`config.mk`:
```
export PLATFORM = sky130hd
export DESIGN_NAME = receiver_config_registers
export DESIGN_NICKNAME = d
export VERILOG_FILES = /design/src/shared/rcfg_pkg.sv /design/src/rtl/reset_marker_gen.sv /design/src/rtl/receiver_config_registers.sv
export VERILOG_INCLUDE_DIRS = /design/src /design/src/shared
export SDC_FILE = /design/constraint.sdc
export NUM_CORES = 1
export LEC_CHECK = 0
export BUFFER_PORTS_ARGS = -buffer_cell sky130_fd_sc_hd__buf_2
export CELL_PAD_IN_SITES_DETAIL_PLACEMENT = 1
export CELL_PAD_IN_SITES_GLOBAL_PLACEMENT = 1
export CORE_ASPECT_RATIO = 1.1
export CORE_MARGIN = 1
export CORE_UTILIZATION = 47
export CTS_CLUSTER_SIZE = 10
export DETAILED_ROUTE_END_ITERATION = 10
export PLACE_DENSITY_LB_ADDON = 0.1
export REMOVE_ABC_BUFFERS = 1
export SETUP_SLACK_MARGIN = 0.02
export SYNTH_ARGS = -nofsm -noshare
export SYNTH_HDL_FRONTEND = slang
export SYNTH_SLANG_ARGS = --single-unit
```
`constraint.sdc`:
```
create_clock -name sys_clk -period 2.09 [get_ports sys_clk]
set_clock_uncertainty 0.1 [all_clocks]
set_input_delay 0.418 -clock sys_clk [delete_from_list [all_inputs] [get_ports sys_clk]]
set_output_delay 0.418 -clock sys_clk [all_outputs]
set_load 0.01 [all_outputs]
```
`src/shared/rcfg_cfg.svh`:
```
// Purpose: constants of the receiver configuration register bank
// Assumes: 10 MHz sys_clk; frame bits arrive one per data-line window
// Notes: frame bit n (1..15) sits at shift position 15-n after capture
// Notes on behaviour
// [RQ1] two 12-bit volatile registers, both written over the data line
// [RQ2] power-on reset loads both registers with their default fields
// [RQ3] after a reset the data line shows the reset marker square wave
// [RQ4] controller reprograms registers after seeing the reset marker
// [RQ5] frame bit 1 high is an off command; no register written
// [RQ6] bit 1 low: bit 2 high selects operating, low selects limits register
// [RQ7] payload committed only when stop bit 15 is 0
// [RQ8] controller always sends stop bit as 0; the bench also sends a stop bit of 1 in t_refused
// [RQ9] operating layout: baud, bit-check, modulation, sleep, extension, noise
// [RQ10] baud band 00/01/10/11 gives limit scale 8/4/2/1
// [RQ11] bit-check code 00/01/10/11 gives 0/3/6/9 bits
// [RQ12] modulation bit 0 is FSK, 1 is ASK
// [RQ13] sleep time is count times extension times 1024 clock periods
// [RQ14] sleep count 0 means continuous polling
// [RQ15] sleep count 31 means permanent sleep; default count 6
// [RQ16] sleep extension bit selects multiplier 1 or 8
// [RQ17] limits: bits 3-8 lower limit, 9-14 upper limit, MSB first
// [RQ18] noise bit 1 enables noise suppression, the default
// [RQ19] limits default lower 21, upper 41
// [RQ20] each frame bit in its own window; low sends 0, high sends 1
// [RQ21] frame shifted in whole, register updated atomically after stop check
`ifndef RCFG_CFG_SVH
`define RCFG_CFG_SVH
`define FRAME_BITS 15
`define REG_BITS 12
`define OPER_RESET 12'h119
`define LIMIT_RESET 12'h569
`define SLEEP_UNIT 1024
`define SLEEP_FOREVER 5'h1f
`define RM_HALF_CYCLES 5000
`endif

```
`src/shared/rcfg_pkg.sv`:
```
// Purpose: types of the receiver configuration register bank
// Assumes: nothing beyond the constants header
// Notes: field order follows frame order, MSB first
package rcfg_pkg;
   typedef struct packed {
      logic [1:0] baud_band_select;
      logic [1:0] check_code;
      logic modulation_select;
      logic [4:0] sleep_count;
      logic sleep_ext;
      logic noise_enable;
   } oper_cfg_s;
   typedef struct packed {
      logic [5:0] lim_lower;
      logic [5:0] lim_upper;
   } limit_cfg_s;
   typedef enum logic [2:0] {
      ST_IDLE = 3'b001,
      ST_SHIFT = 3'b010,
      ST_COMMIT = 3'b100
   } frame_state_e;
endpackage

```
`src/rtl/reset_marker_gen.sv`:
```
// Purpose: square wave shown on the data line while the reset marker stands
// Assumes: half period is far longer than any data edge spacing
// Notes: output only low-drives; high phase is released line
`timescale 1ns/1ps
`default_nettype none
`include "rcfg_cfg.svh"
module reset_marker_gen #(
   parameter int HALF_CYCLES = `RM_HALF_CYCLES
) (
   // clock and reset
   input wire logic sys_clk,
   input wire logic rstn,
   // control
   input wire logic active,
   // pattern
   output logic wave_low
);
   logic [15:0] cnt_ff, nxt_cnt;
   logic phase_ff, nxt_phase;
   always_comb begin
      nxt_cnt = cnt_ff;
      nxt_phase = phase_ff;
      if (!active) begin
         nxt_cnt = 16'h0000;
         nxt_phase = 1'b0;
      end else if (cnt_ff == 16'(HALF_CYCLES - 1)) begin
         nxt_cnt = 16'h0000;
         nxt_phase = ~phase_ff;
      end else begin
         nxt_cnt = cnt_ff + 16'h0001;
      end
   end
   always_ff @(posedge sys_clk or negedge rstn) begin
      if (!rstn) begin
         cnt_ff <= 16'h0000;
         phase_ff <= 1'b0;
      end else begin
         cnt_ff <= nxt_cnt;
         phase_ff <= nxt_phase;
      end
   end
   assign wave_low = active & phase_ff;
endmodule // reset_marker_gen
`default_nettype wire

```
`src/rtl/receiver_config_registers.sv`:
```
// Purpose: configuration store, frame capture and decoded settings
// Assumes: frame bits come as bit_valid pulses with bit_value, frame_start first
// Notes: window timing and frame-bit sampling live outside this block
`timescale 1ns/1ps
`default_nettype none
`include "rcfg_cfg.svh"
module receiver_config_registers
   import rcfg_pkg::*;
#(
   parameter int RM_HALF = `RM_HALF_CYCLES
) (
   // clock and reset
   input wire logic sys_clk,
   input wire logic rstn,
   // decoded frame bits from the window logic
   input wire logic frame_start,
   input wire logic bit_valid,
   input wire logic bit_value,
   // data line, open drain
   input wire logic data_in,
   output logic data_out,
   output logic data_oe,
   // settings
   output oper_cfg_s oper_cfg,
   output limit_cfg_s limit_cfg,
   output logic [3:0] limit_scale,
   output logic [3:0] check_bits,
   output logic [7:0] sleep_mult,
   output logic poll_continuous,
   output logic sleep_forever,
   output logic off_cmd,
   output logic write_done,
   output logic reset_marker
);
   // scale factor per baud band code
   function automatic logic [3:0] scale_of(input logic [1:0] code);
      case (code)
         2'b00: scale_of = 4'h8;
         2'b01: scale_of = 4'h4;
         2'b10: scale_of = 4'h2;
         default: scale_of = 4'h1;
      endcase
   endfunction

   // bits checked per bit-check code: 0, 3, 6 or 9
   function automatic logic [3:0] checks_of(input logic [1:0] code);
      case (code)
         2'b00: checks_of = 4'h0;
         2'b01: checks_of = 4'h3;
         2'b10: checks_of = 4'h6;
         default: checks_of = 4'h9;
      endcase
   endfunction

   // sleep extension factor; sleep time = count * factor * sleep unit clocks
   function automatic logic [7:0] mult_of(input logic ext);
      mult_of = ext ? 8'h08 : 8'h01;
   endfunction

   // frame bit n (1..15) of a captured frame; bit 1 was shifted in first
   function automatic logic frame_bit(input logic [14:0] f, input int n);
      frame_bit = f[`FRAME_BITS - n];
   endfunction

   // off command: bit 1 high, the rest of the frame is ignored
   function automatic logic is_off(input logic [14:0] f);
      is_off = frame_bit(f, 1);
   endfunction

   // write only with bit 1 low and the stop bit low
   function automatic logic is_write(input logic [14:0] f);
      is_write = !frame_bit(f, 1) && !frame_bit(f, `FRAME_BITS);
   endfunction

   // bit 2 is the register address: high picks the operating register
   function automatic logic to_oper(input logic [14:0] f);
      to_oper = frame_bit(f, 2);
   endfunction

   // payload is frame bits 3..14; bit 3 lands in the register msb
   function automatic logic [11:0] payload_of(input logic [14:0] f);
      payload_of = f[`REG_BITS:1];
   endfunction

   // an outside low counts only while this side is not pulling the line
   function automatic logic line_pulled(input logic line, input logic own_low);
      line_pulled = !line && !own_low;
   endfunction

   frame_state_e st_ff, nxt_st;
   logic [14:0] shift_ff, nxt_shift;
   logic [3:0] cnt_ff, nxt_cnt;
   logic [11:0] oper_ff, nxt_oper;
   logic [11:0] limit_ff, nxt_limit;
   logic off_ff, nxt_off;
   logic done_ff, nxt_done;
   logic rm_ff, nxt_rm;
   logic rm_low;
   logic data_in_ff, nxt_data_in;
   logic data_low_ff, nxt_data_low;
   logic data_low_d_ff, nxt_data_low_d;
   oper_cfg_s oper_v;
   limit_cfg_s limit_v;
   oper_cfg_s nxt_oper_cfg;
   limit_cfg_s nxt_limit_cfg;
   logic [3:0] nxt_scale, nxt_checks;
   logic [7:0] nxt_mult;
   logic nxt_poll, nxt_forever;

   // frame capture: fifteen bits into the holding register
   always_comb begin
      nxt_st = st_ff;
      nxt_shift = shift_ff;
      nxt_cnt = cnt_ff;
      case (st_ff)
         ST_IDLE: begin
            // bits before a frame start belong to no frame
            if (frame_start) begin
               nxt_st = ST_SHIFT;
               nxt_cnt = 4'h0;
            end
         end
         ST_SHIFT: begin
            // a second frame start here is ignored; the frame runs to its end
            if (bit_valid) begin
               nxt_shift = {shift_ff[13:0], bit_value}; // see [RQ20] [RQ21]
               nxt_cnt = cnt_ff + 4'h1;
               if (cnt_ff == 4'(`FRAME_BITS - 1)) begin
                  nxt_st = ST_COMMIT;
               end
            end
         end
         ST_COMMIT: begin
            nxt_st = ST_IDLE;
         end
         default: begin
            nxt_st = ST_IDLE;
         end
      endcase
   end

   always_ff @(posedge sys_clk or negedge rstn) begin
      if (!rstn) begin
         st_ff <= ST_IDLE;
         shift_ff <= 15'h0000;
         cnt_ff <= 4'h0;
      end else begin
         st_ff <= nxt_st;
         shift_ff <= nxt_shift;
         cnt_ff <= nxt_cnt;
      end
   end

   // configuration store: changes only in the commit cycle, so a cut or
   // refused frame never leaves a half-written register behind
   always_comb begin
      nxt_oper = oper_ff;
      nxt_limit = limit_ff;
      nxt_off = 1'b0;
      nxt_done = 1'b0;
      if (st_ff == ST_COMMIT) begin
         if (is_off(shift_ff)) begin
            nxt_off = 1'b1; // see [RQ5]
         end else if (is_write(shift_ff)) begin // see [RQ7] [RQ21]
            nxt_done = 1'b1;
            if (to_oper(shift_ff)) begin
               nxt_oper = payload_of(shift_ff); // see [RQ6] [RQ9]
            end else begin
               nxt_limit = payload_of(shift_ff); // see [RQ6] [RQ17]
            end
         end
      end
   end

   always_ff @(posedge sys_clk or negedge rstn) begin
      if (!rstn) begin
         oper_ff <= `OPER_RESET; // see [RQ1] [RQ2]
         limit_ff <= `LIMIT_RESET; // see [RQ2] [RQ19]
         off_ff <= 1'b0;
         done_ff <= 1'b0;
      end else begin
         oper_ff <= nxt_oper;
         limit_ff <= nxt_limit;
         off_ff <= nxt_off;
         done_ff <= nxt_done;
      end
   end

   // line sampling: the sampled line lags the drive by one flop, so the
   // own drive is delayed once more before the two are compared
   always_comb begin
      nxt_data_in = data_in;
      nxt_data_low = rm_low;
      nxt_data_low_d = data_low_ff;
   end

   always_ff @(posedge sys_clk or negedge rstn) begin
      if (!rstn) begin
         data_in_ff <= 1'b1;
         data_low_ff <= 1'b0;
         data_low_d_ff <= 1'b0;
      end else begin
         data_in_ff <= nxt_data_in;
         data_low_ff <= nxt_data_low;
         data_low_d_ff <= nxt_data_low_d;
      end
   end

   // marker stands from reset until a frame start or until the controller pulls the line low;
   // own low phases must never cancel it
   always_comb begin
      nxt_rm = rm_ff;
      if (frame_start || line_pulled(data_in_ff, data_low_d_ff)) begin
         nxt_rm = 1'b0; // see [RQ3]
      end
   end

   always_ff @(posedge sys_clk or negedge rstn) begin
      if (!rstn) begin
         rm_ff <= 1'b1; // see [RQ3]
      end else begin
         rm_ff <= nxt_rm;
      end
   end

   reset_marker_gen #(
      .HALF_CYCLES(RM_HALF)
   ) u_rm (
      .sys_clk(sys_clk),
      .rstn(rstn),
      .active(rm_ff),
      .wave_low(rm_low)
   );

   // decoded settings registered so every output but the tied-low data_out comes from a flip-flop;
   // they follow the raw register by one clock
   always_comb begin
      oper_v = oper_cfg_s'(oper_ff);
      limit_v = limit_cfg_s'(limit_ff);
      nxt_oper_cfg = oper_v; // see [RQ12] [RQ18]
      nxt_limit_cfg = limit_v;
      nxt_scale = scale_of(oper_v.baud_band_select); // see [RQ10]
      nxt_checks = checks_of(oper_v.check_code); // see [RQ11]
      nxt_mult = mult_of(oper_v.sleep_ext); // see [RQ13] [RQ16]
      nxt_poll = (oper_v.sleep_count == 5'h00); // see [RQ14]
      nxt_forever = (oper_v.sleep_count == `SLEEP_FOREVER); // see [RQ15]
   end

   always_ff @(posedge sys_clk or negedge rstn) begin
      if (!rstn) begin
         oper_cfg <= oper_cfg_s'(`OPER_RESET);
         limit_cfg <= limit_cfg_s'(`LIMIT_RESET);
         limit_scale <= 4'h8;
         check_bits <= 4'h3;
         sleep_mult <= 8'h01;
         poll_continuous <= 1'b0;
         sleep_forever <= 1'b0;
      end else begin
         oper_cfg <= nxt_oper_cfg;
         limit_cfg <= nxt_limit_cfg;
         limit_scale <= nxt_scale;
         check_bits <= nxt_checks;
         sleep_mult <= nxt_mult;
         poll_continuous <= nxt_poll;
         sleep_forever <= nxt_forever;
      end
   end

   assign data_out = 1'b0;
   assign data_oe = data_low_ff; // see [RQ3]
   assign off_cmd = off_ff;
   assign write_done = done_ff;
   assign reset_marker = rm_ff;
endmodule // receiver_config_registers
`default_nettype wire

```
# Word-level counts from Yosys, hierarchy flattened
# Index checks and enable logic that the tools add are counted.
[word_totals]
latch_bits = 0
word_cells = 81
memories = 0
ff_bits = 107
output_inout_bits = 47
ram_bits = 0
input_bits = 6
romBits = 0
[op_classes]
n_lt_le_gt_ge = 0
n_div = 0
n_bitwise = 4
n_addsub = 2
n_shift = 0
n_mux = 19
eq_ne = 14
n_reduce_logical = 16
multipliers = 0
[op_table]
columns = ["operator", "n"]
rows = [
  ["two-way mux 16 bit", 2],
  ["one-hot mux 4 bit (3 select lines)", 2],
  ["adder 16 x 1 -> 16 bit, second input constant", 1],
  ["equality test 16 x 13 -> 1 bit, second input constant", 1],
  ["two-way mux 4 bit", 3],
  ["two-way mux 3 bit", 3],
  ["one-hot mux 4 bit (2 select lines)", 1],
  ["AND reduction 4 bit", 2],
  ["two-way mux 1 bit", 7],
  ["inequality test 2 bit, second input constant", 3],
  ["one-hot mux 3 bit (2 select lines)", 1],
  ["AND reduction 3 bit", 2],
  ["equality test 5 bit, second input constant", 1],
  ["logical NOT 5 bit", 1],
  ["adder 4 x 1 -> 4 bit, second input constant", 1],
  ["equality test 2 x 1 -> 1 bit, second input constant", 2],
  ["equality test 2 bit, second input constant", 2],
  ["equality test 4 bit, second input constant", 1],
  ["logical NOT 1 bit", 4],
  ["logical NOT 2 bit", 2],
  ["equality test 3 x 1 -> 1 bit, second input constant", 1],
  ["equality test 3 x 2 -> 1 bit, second input constant", 1],
  ["equality test 3 bit, second input constant", 1],
  ["inverter 1 bit", 3],
  ["other kinds (6)", 7],
]

# Logic depth before layout (Yosys ltp)
[logic_depth]
depth_word = 5
mapped_depth = 6
mapped_depth_nobuf = 5

# Modules after synthesis
# Synthesis repeated with hierarchy kept, for this count alone.
[unflattened]
hier_cells = 280
hier_area_um2 = 4166.5
[modules_own_cells]
columns = ["mod", "seq_area_each_um2", "instances", "cells_each", "area_per_inst_um2"]
rows = [
  ["receiver_config_registers", 2210.9, 1, 192, 3256.9],
  ["reset_marker_gen", 425.4, 1, 88, 909.6],
]

# Least setup slack after synthesis
# OpenSTA, ideal clock, no wires.
[synth_path]
kind = "register to register"
startpoint = "register st_ff[2]"
endpoint = "register limit_ff[1]"
setup_slack_ns = 0.306
arrival_ns = 1.559
stages_incl_launch_ff = 5
synth_period_minus_slack_ns = 1.784
path_cell_list = "dfrtp_1 -> or3b_4 -> nor4_4 -> buf_4 -> mux2_2"
[synth_between]
elab_chain_len = 2
[synth_lines]
columns = ["item", "line", "source"]
rows = [
  ["start: declaration", "receiver_config_registers.sv:90", "frame_state_e st_ff, nxt_st;"],
  ["start signal: assignment", "receiver_config_registers.sv:148", "st_ff <= nxt_st;"],
  ["equality test 3 bit", "receiver_config_registers.sv:161", "if (st_ff == ST_COMMIT) begin"],
  ["AND reduction 4 bit (no source line)", "-", ""],
  ["end signal: assignment", "receiver_config_registers.sv:178", "limit_ff <= `LIMIT_RESET;"],
  ["end signal: assignment", "receiver_config_registers.sv:183", "limit_ff <= nxt_limit;"],
  ["end: declaration", "receiver_config_registers.sv:94", "logic [11:0] limit_ff, nxt_limit;"],
]
# No other way between the ends.
# A chain may end at the register's enable or synchronous reset.

# Worst setup path in the final report
[layout_path]
startpoint = "register st_ff[1]"
endpoint = "register oper_ff[2], in the netlist nxt_oper_cfg[2]"
[layout_between]
elab_chain_len = 2
[layout_lines]
columns = ["item", "line", "source"]
rows = [
  ["equality test 3 bit", "receiver_config_registers.sv:161", ""],
  ["AND reduction 4 bit (no source line)", "-", ""],
  ["end signal: assignment", "receiver_config_registers.sv:177", "oper_ff <= `OPER_RESET;"],
  ["end signal: assignment", "receiver_config_registers.sv:182", "oper_ff <= nxt_oper;"],
  ["end: declaration", "receiver_config_registers.sv:93", "logic [11:0] oper_ff, nxt_oper;"],
]
# No other way between the ends.

==> flow_summary.ini <==
[placed_design]
hpwl_um = 4290
gp_congestion = 0.731
dpl_cell_area_um2 = 4300
io_buffers = 45
dpl_worst_slack_ns = 0.238
dp_cells = 426

[power]
switching_share_pct = 25.6
p_clk_share_pct = 34.7
power_leakage_nw = 2.20
power.switching_mw = 1.06
powerDensity_nw_per_um2 = 907
p_comb_share_pct = 7.9
pwr-share-seq_pct = 57.4
p_total_mw = 4.12
max-vdd-ir-drop_uv = 460
internal-power_mw = 3.07

[clock_network]
path_clk_slew_ns = 0.10
cts_repair_resize_count = 0
clk_latency_ns = 0.36
post-cts-setup-buffer-count = 0
cts_tree = done
cts_root_buf = clkbuf_8
cts_inserted_buffers = 9
h-tree-depth = 3
max-clock-path-buffers = 2
cts_sinks = 104

[grt]
grt_overflow_total = 0
use_met3_pct = 4.14
first_global_vias = 2262
grt_first_pass_wirelength_um = 11200
met2_usage_pct = 24.8
grt_usage_pct = 16.9
grt_busiest_layer = met2
gr-usage-met1_pct = 24.1
antenna_found_initial = 0
grt_max_degree = 92

[worst_setup_path]
crit_chain = or3b_4 > nor3_4 > nand2_2 > mux2_4
crit_path_end_kind = register
arrival_ns = 2.00
crit_fanout = 12
worst-r2r-cell-count = 4
crit_family = simple AND/OR/NAND/NOR gates
cp_slowest_cell = or3b_4
critPathLaunch = st_ff[1]
ff2ff_setup_slack_ns = 0.24
worstSetupStartpointType = register
timing.rr.end = nxt_oper_cfg[2]
critPathBufInv = 0
required_ns = 2.24
r2r_start = st_ff[1]
critPathMaxStageDelay_ns = 0.42
crit_type = register to register

[hold_path]
hold_end = data_in_ff
hold-path-cell-count = 1
min_path_type = input port to register
hp-start = data_in

[routing]
wl_per_cell_um = 14.6
firstDrtPassIters = 4
drt-initial-drc-count = 54
via_count = 2207
ant_nets = 0
drt_wl_total_um = 6480
viasPerCell = 4.98
drc = 0

[floorplanning]
die_h_um = 98.2
die_w_um = 89.4
initial_core_util_pct = 49.1
core_um2 = 8040
fp-row-count = 34
fp.dieArea_um2 = 8780
ios = 53

[synthesis]
ys.flop_type = dfrtp_1
synthesis.area_um2 = 3950
yosysWarnings = 0
synth_area_per_cell_um2 = 14.4
yosysSeqAreaShare_pct = 66.7
yosysUniqueCellTypes = 41
synth_cells = 275
synth-edff-count = 0
ys_seq_elements = 104
postSynth.asyncResetShare_pct = 100

[timing]
rsz0062_at_grt = no
fin_tns_setup_ns = 0
timing.hold.ws_ns = 0.0463
slew_viol_final = 0
finalSetupViolations = 0
setup_slack_ns = 0.235
hold_viol = 0
clock.fmax_ghz = 0.539
timing.final.crit_share_pct = 88.7
fin_crit_ns = 1.85

[layout]
final_area_um2 = 4550
final_cells = 443
drive_above_1_share_pct = 41.2
fillers = 794
finalNetCount = 342
area_growth_pct = 15.1
diodes = 0
fin_util_pct = 56.6

[run]
max_cap_viol_count = 0

[outcome]
status = finished, final reports clean
## worst register-to-register path, stage by stage (launching register included)
cell and delay, ns:
dfrtp_1 0.41, or3b_4 0.42, nor3_4 0.14, nand2_2 0.28, mux2_4 0.39
## cell type report
type                       instances  area, µm²  area share [%]
clock inverter                     7        111            2.45
timing repair buffer              52        295            6.49
inverter                           8       30.0           0.660
tap                              108        135            2.97
clock buffer                       9        124            2.72
multi-input combinational        155       1210            26.7
sequential                       104       2640            58.0
## power by group through the flow
| stage | clock, mW | combinational (mW) | sequential (mW) |
|---|---|---|---|
| after global routing | 1.55 | 0.372 | 2.40 |
| after global placement | 0 | 0.316 | 2.39 |
| after CTS | 1.48 | 0.336 | 2.37 |
| after detailed placement | 0 | 0.331 | 2.41 |
| final | 1.43 | 0.326 | 2.37 |
| after floorplan | 0 | 0.234 | 2.34 |
## what timing repair did
action                     4_1_cts  5_1_grt
setup endpoints to repair        0        0
hold buffers                     1        0
hold endpoints to repair        13        0
## state kept, by name, indices dropped and copies added (netlist names), 2 cells and up
name	cells
u_rm.cnt_ff	16
shift_ff	15
limit_cfg	12
limit_ff	12
nxt_oper_cfg	12
oper_cfg	11
check_bits	4
cnt_ff	4
limit_scale	4
st_ff	3
sleep_mult	2
## cells by family after synthesis
| logic type | synth area share, % |
|---|---|
| flip-flops | 66.7 |
| AND/OR/NAND/NOR | 11.2 |
| multiplexers | 12.0 |
| buffers and inverters | 3.23 |
| XOR/XNOR | 3.32 |
| AO/OA/AOI/OAI | 1.46 |
| adder cells (fa/ha/maj) | 1.90 |
| other | 0.0949 |
## how the worst max path moves through the flow
stage                             to  depth (start not counted)
floorplan                shift_ff[0]                          3
finish               nxt_oper_cfg[2]                          4
global placement     nxt_oper_cfg[9]                          4
global route         u_rm.cnt_ff[15]                          6
CTS                 nxt_oper_cfg[11]                          4
detailed placement   nxt_oper_cfg[5]                          4
## cell usage after synthesis (5+ instances only)
| master | n | area share [%] |
|---|---|---|
| dfstp_2 | 27 | 18 |
| xor2_1 | 8 | 1.8 |
| dfrtp_1 | 77 | 49 |
| nor2_1 | 20 | 1.9 |
| inv_1 | 8 | 0.76 |
| mux2_4 | 10 | 3.8 |
| nand3_1 | 9 | 1.1 |
| xnor2_1 | 7 | 1.6 |
| mux2_2 | 28 | 8.0 |
| nand2_1 | 11 | 1.0 |
| buf_4 | 9 | 1.7 |
| ha_1 | 6 | 1.9 |
| nand4_1 | 5 | 0.79 |
## layer usage
metal	up-vias	share of wire, %
li1	1025	-
met1	1135	47
met2	40	49
met3	7	3.1
met4	0	1.4
met5	-	0
## placed cells by master (no fill, tap or decap), types with 3 or more instances in the layout
cell / netlist / routed
nor2_1: 20 / 20
ha_1: 6 / 6
conb_1: 1 / 7
nand3_1: 9 / 9
o21ai_0: 4 / 4
clkbuf_8: 0 / 9
xor2_1: 8 / 8
nor3_1: 3 / 3
and2_1: 4 / 4
inv_1: 8 / 8
and3_1: 3 / 3
nor4_1: 3 / 3
a21oi_1: 3 / 3
nand2_1: 11 / 11
dfrtp_1: 77 / 77
buf_4: 9 / 6
buf_2: 3 / 44
inv_8: 0 / 3
dfstp_2: 27 / 27
nand4_1: 5 / 5
xnor2_1: 7 / 7
mux2_4: 10 / 10
mux2_2: 28 / 28
(Power assumes the default switching activity.)
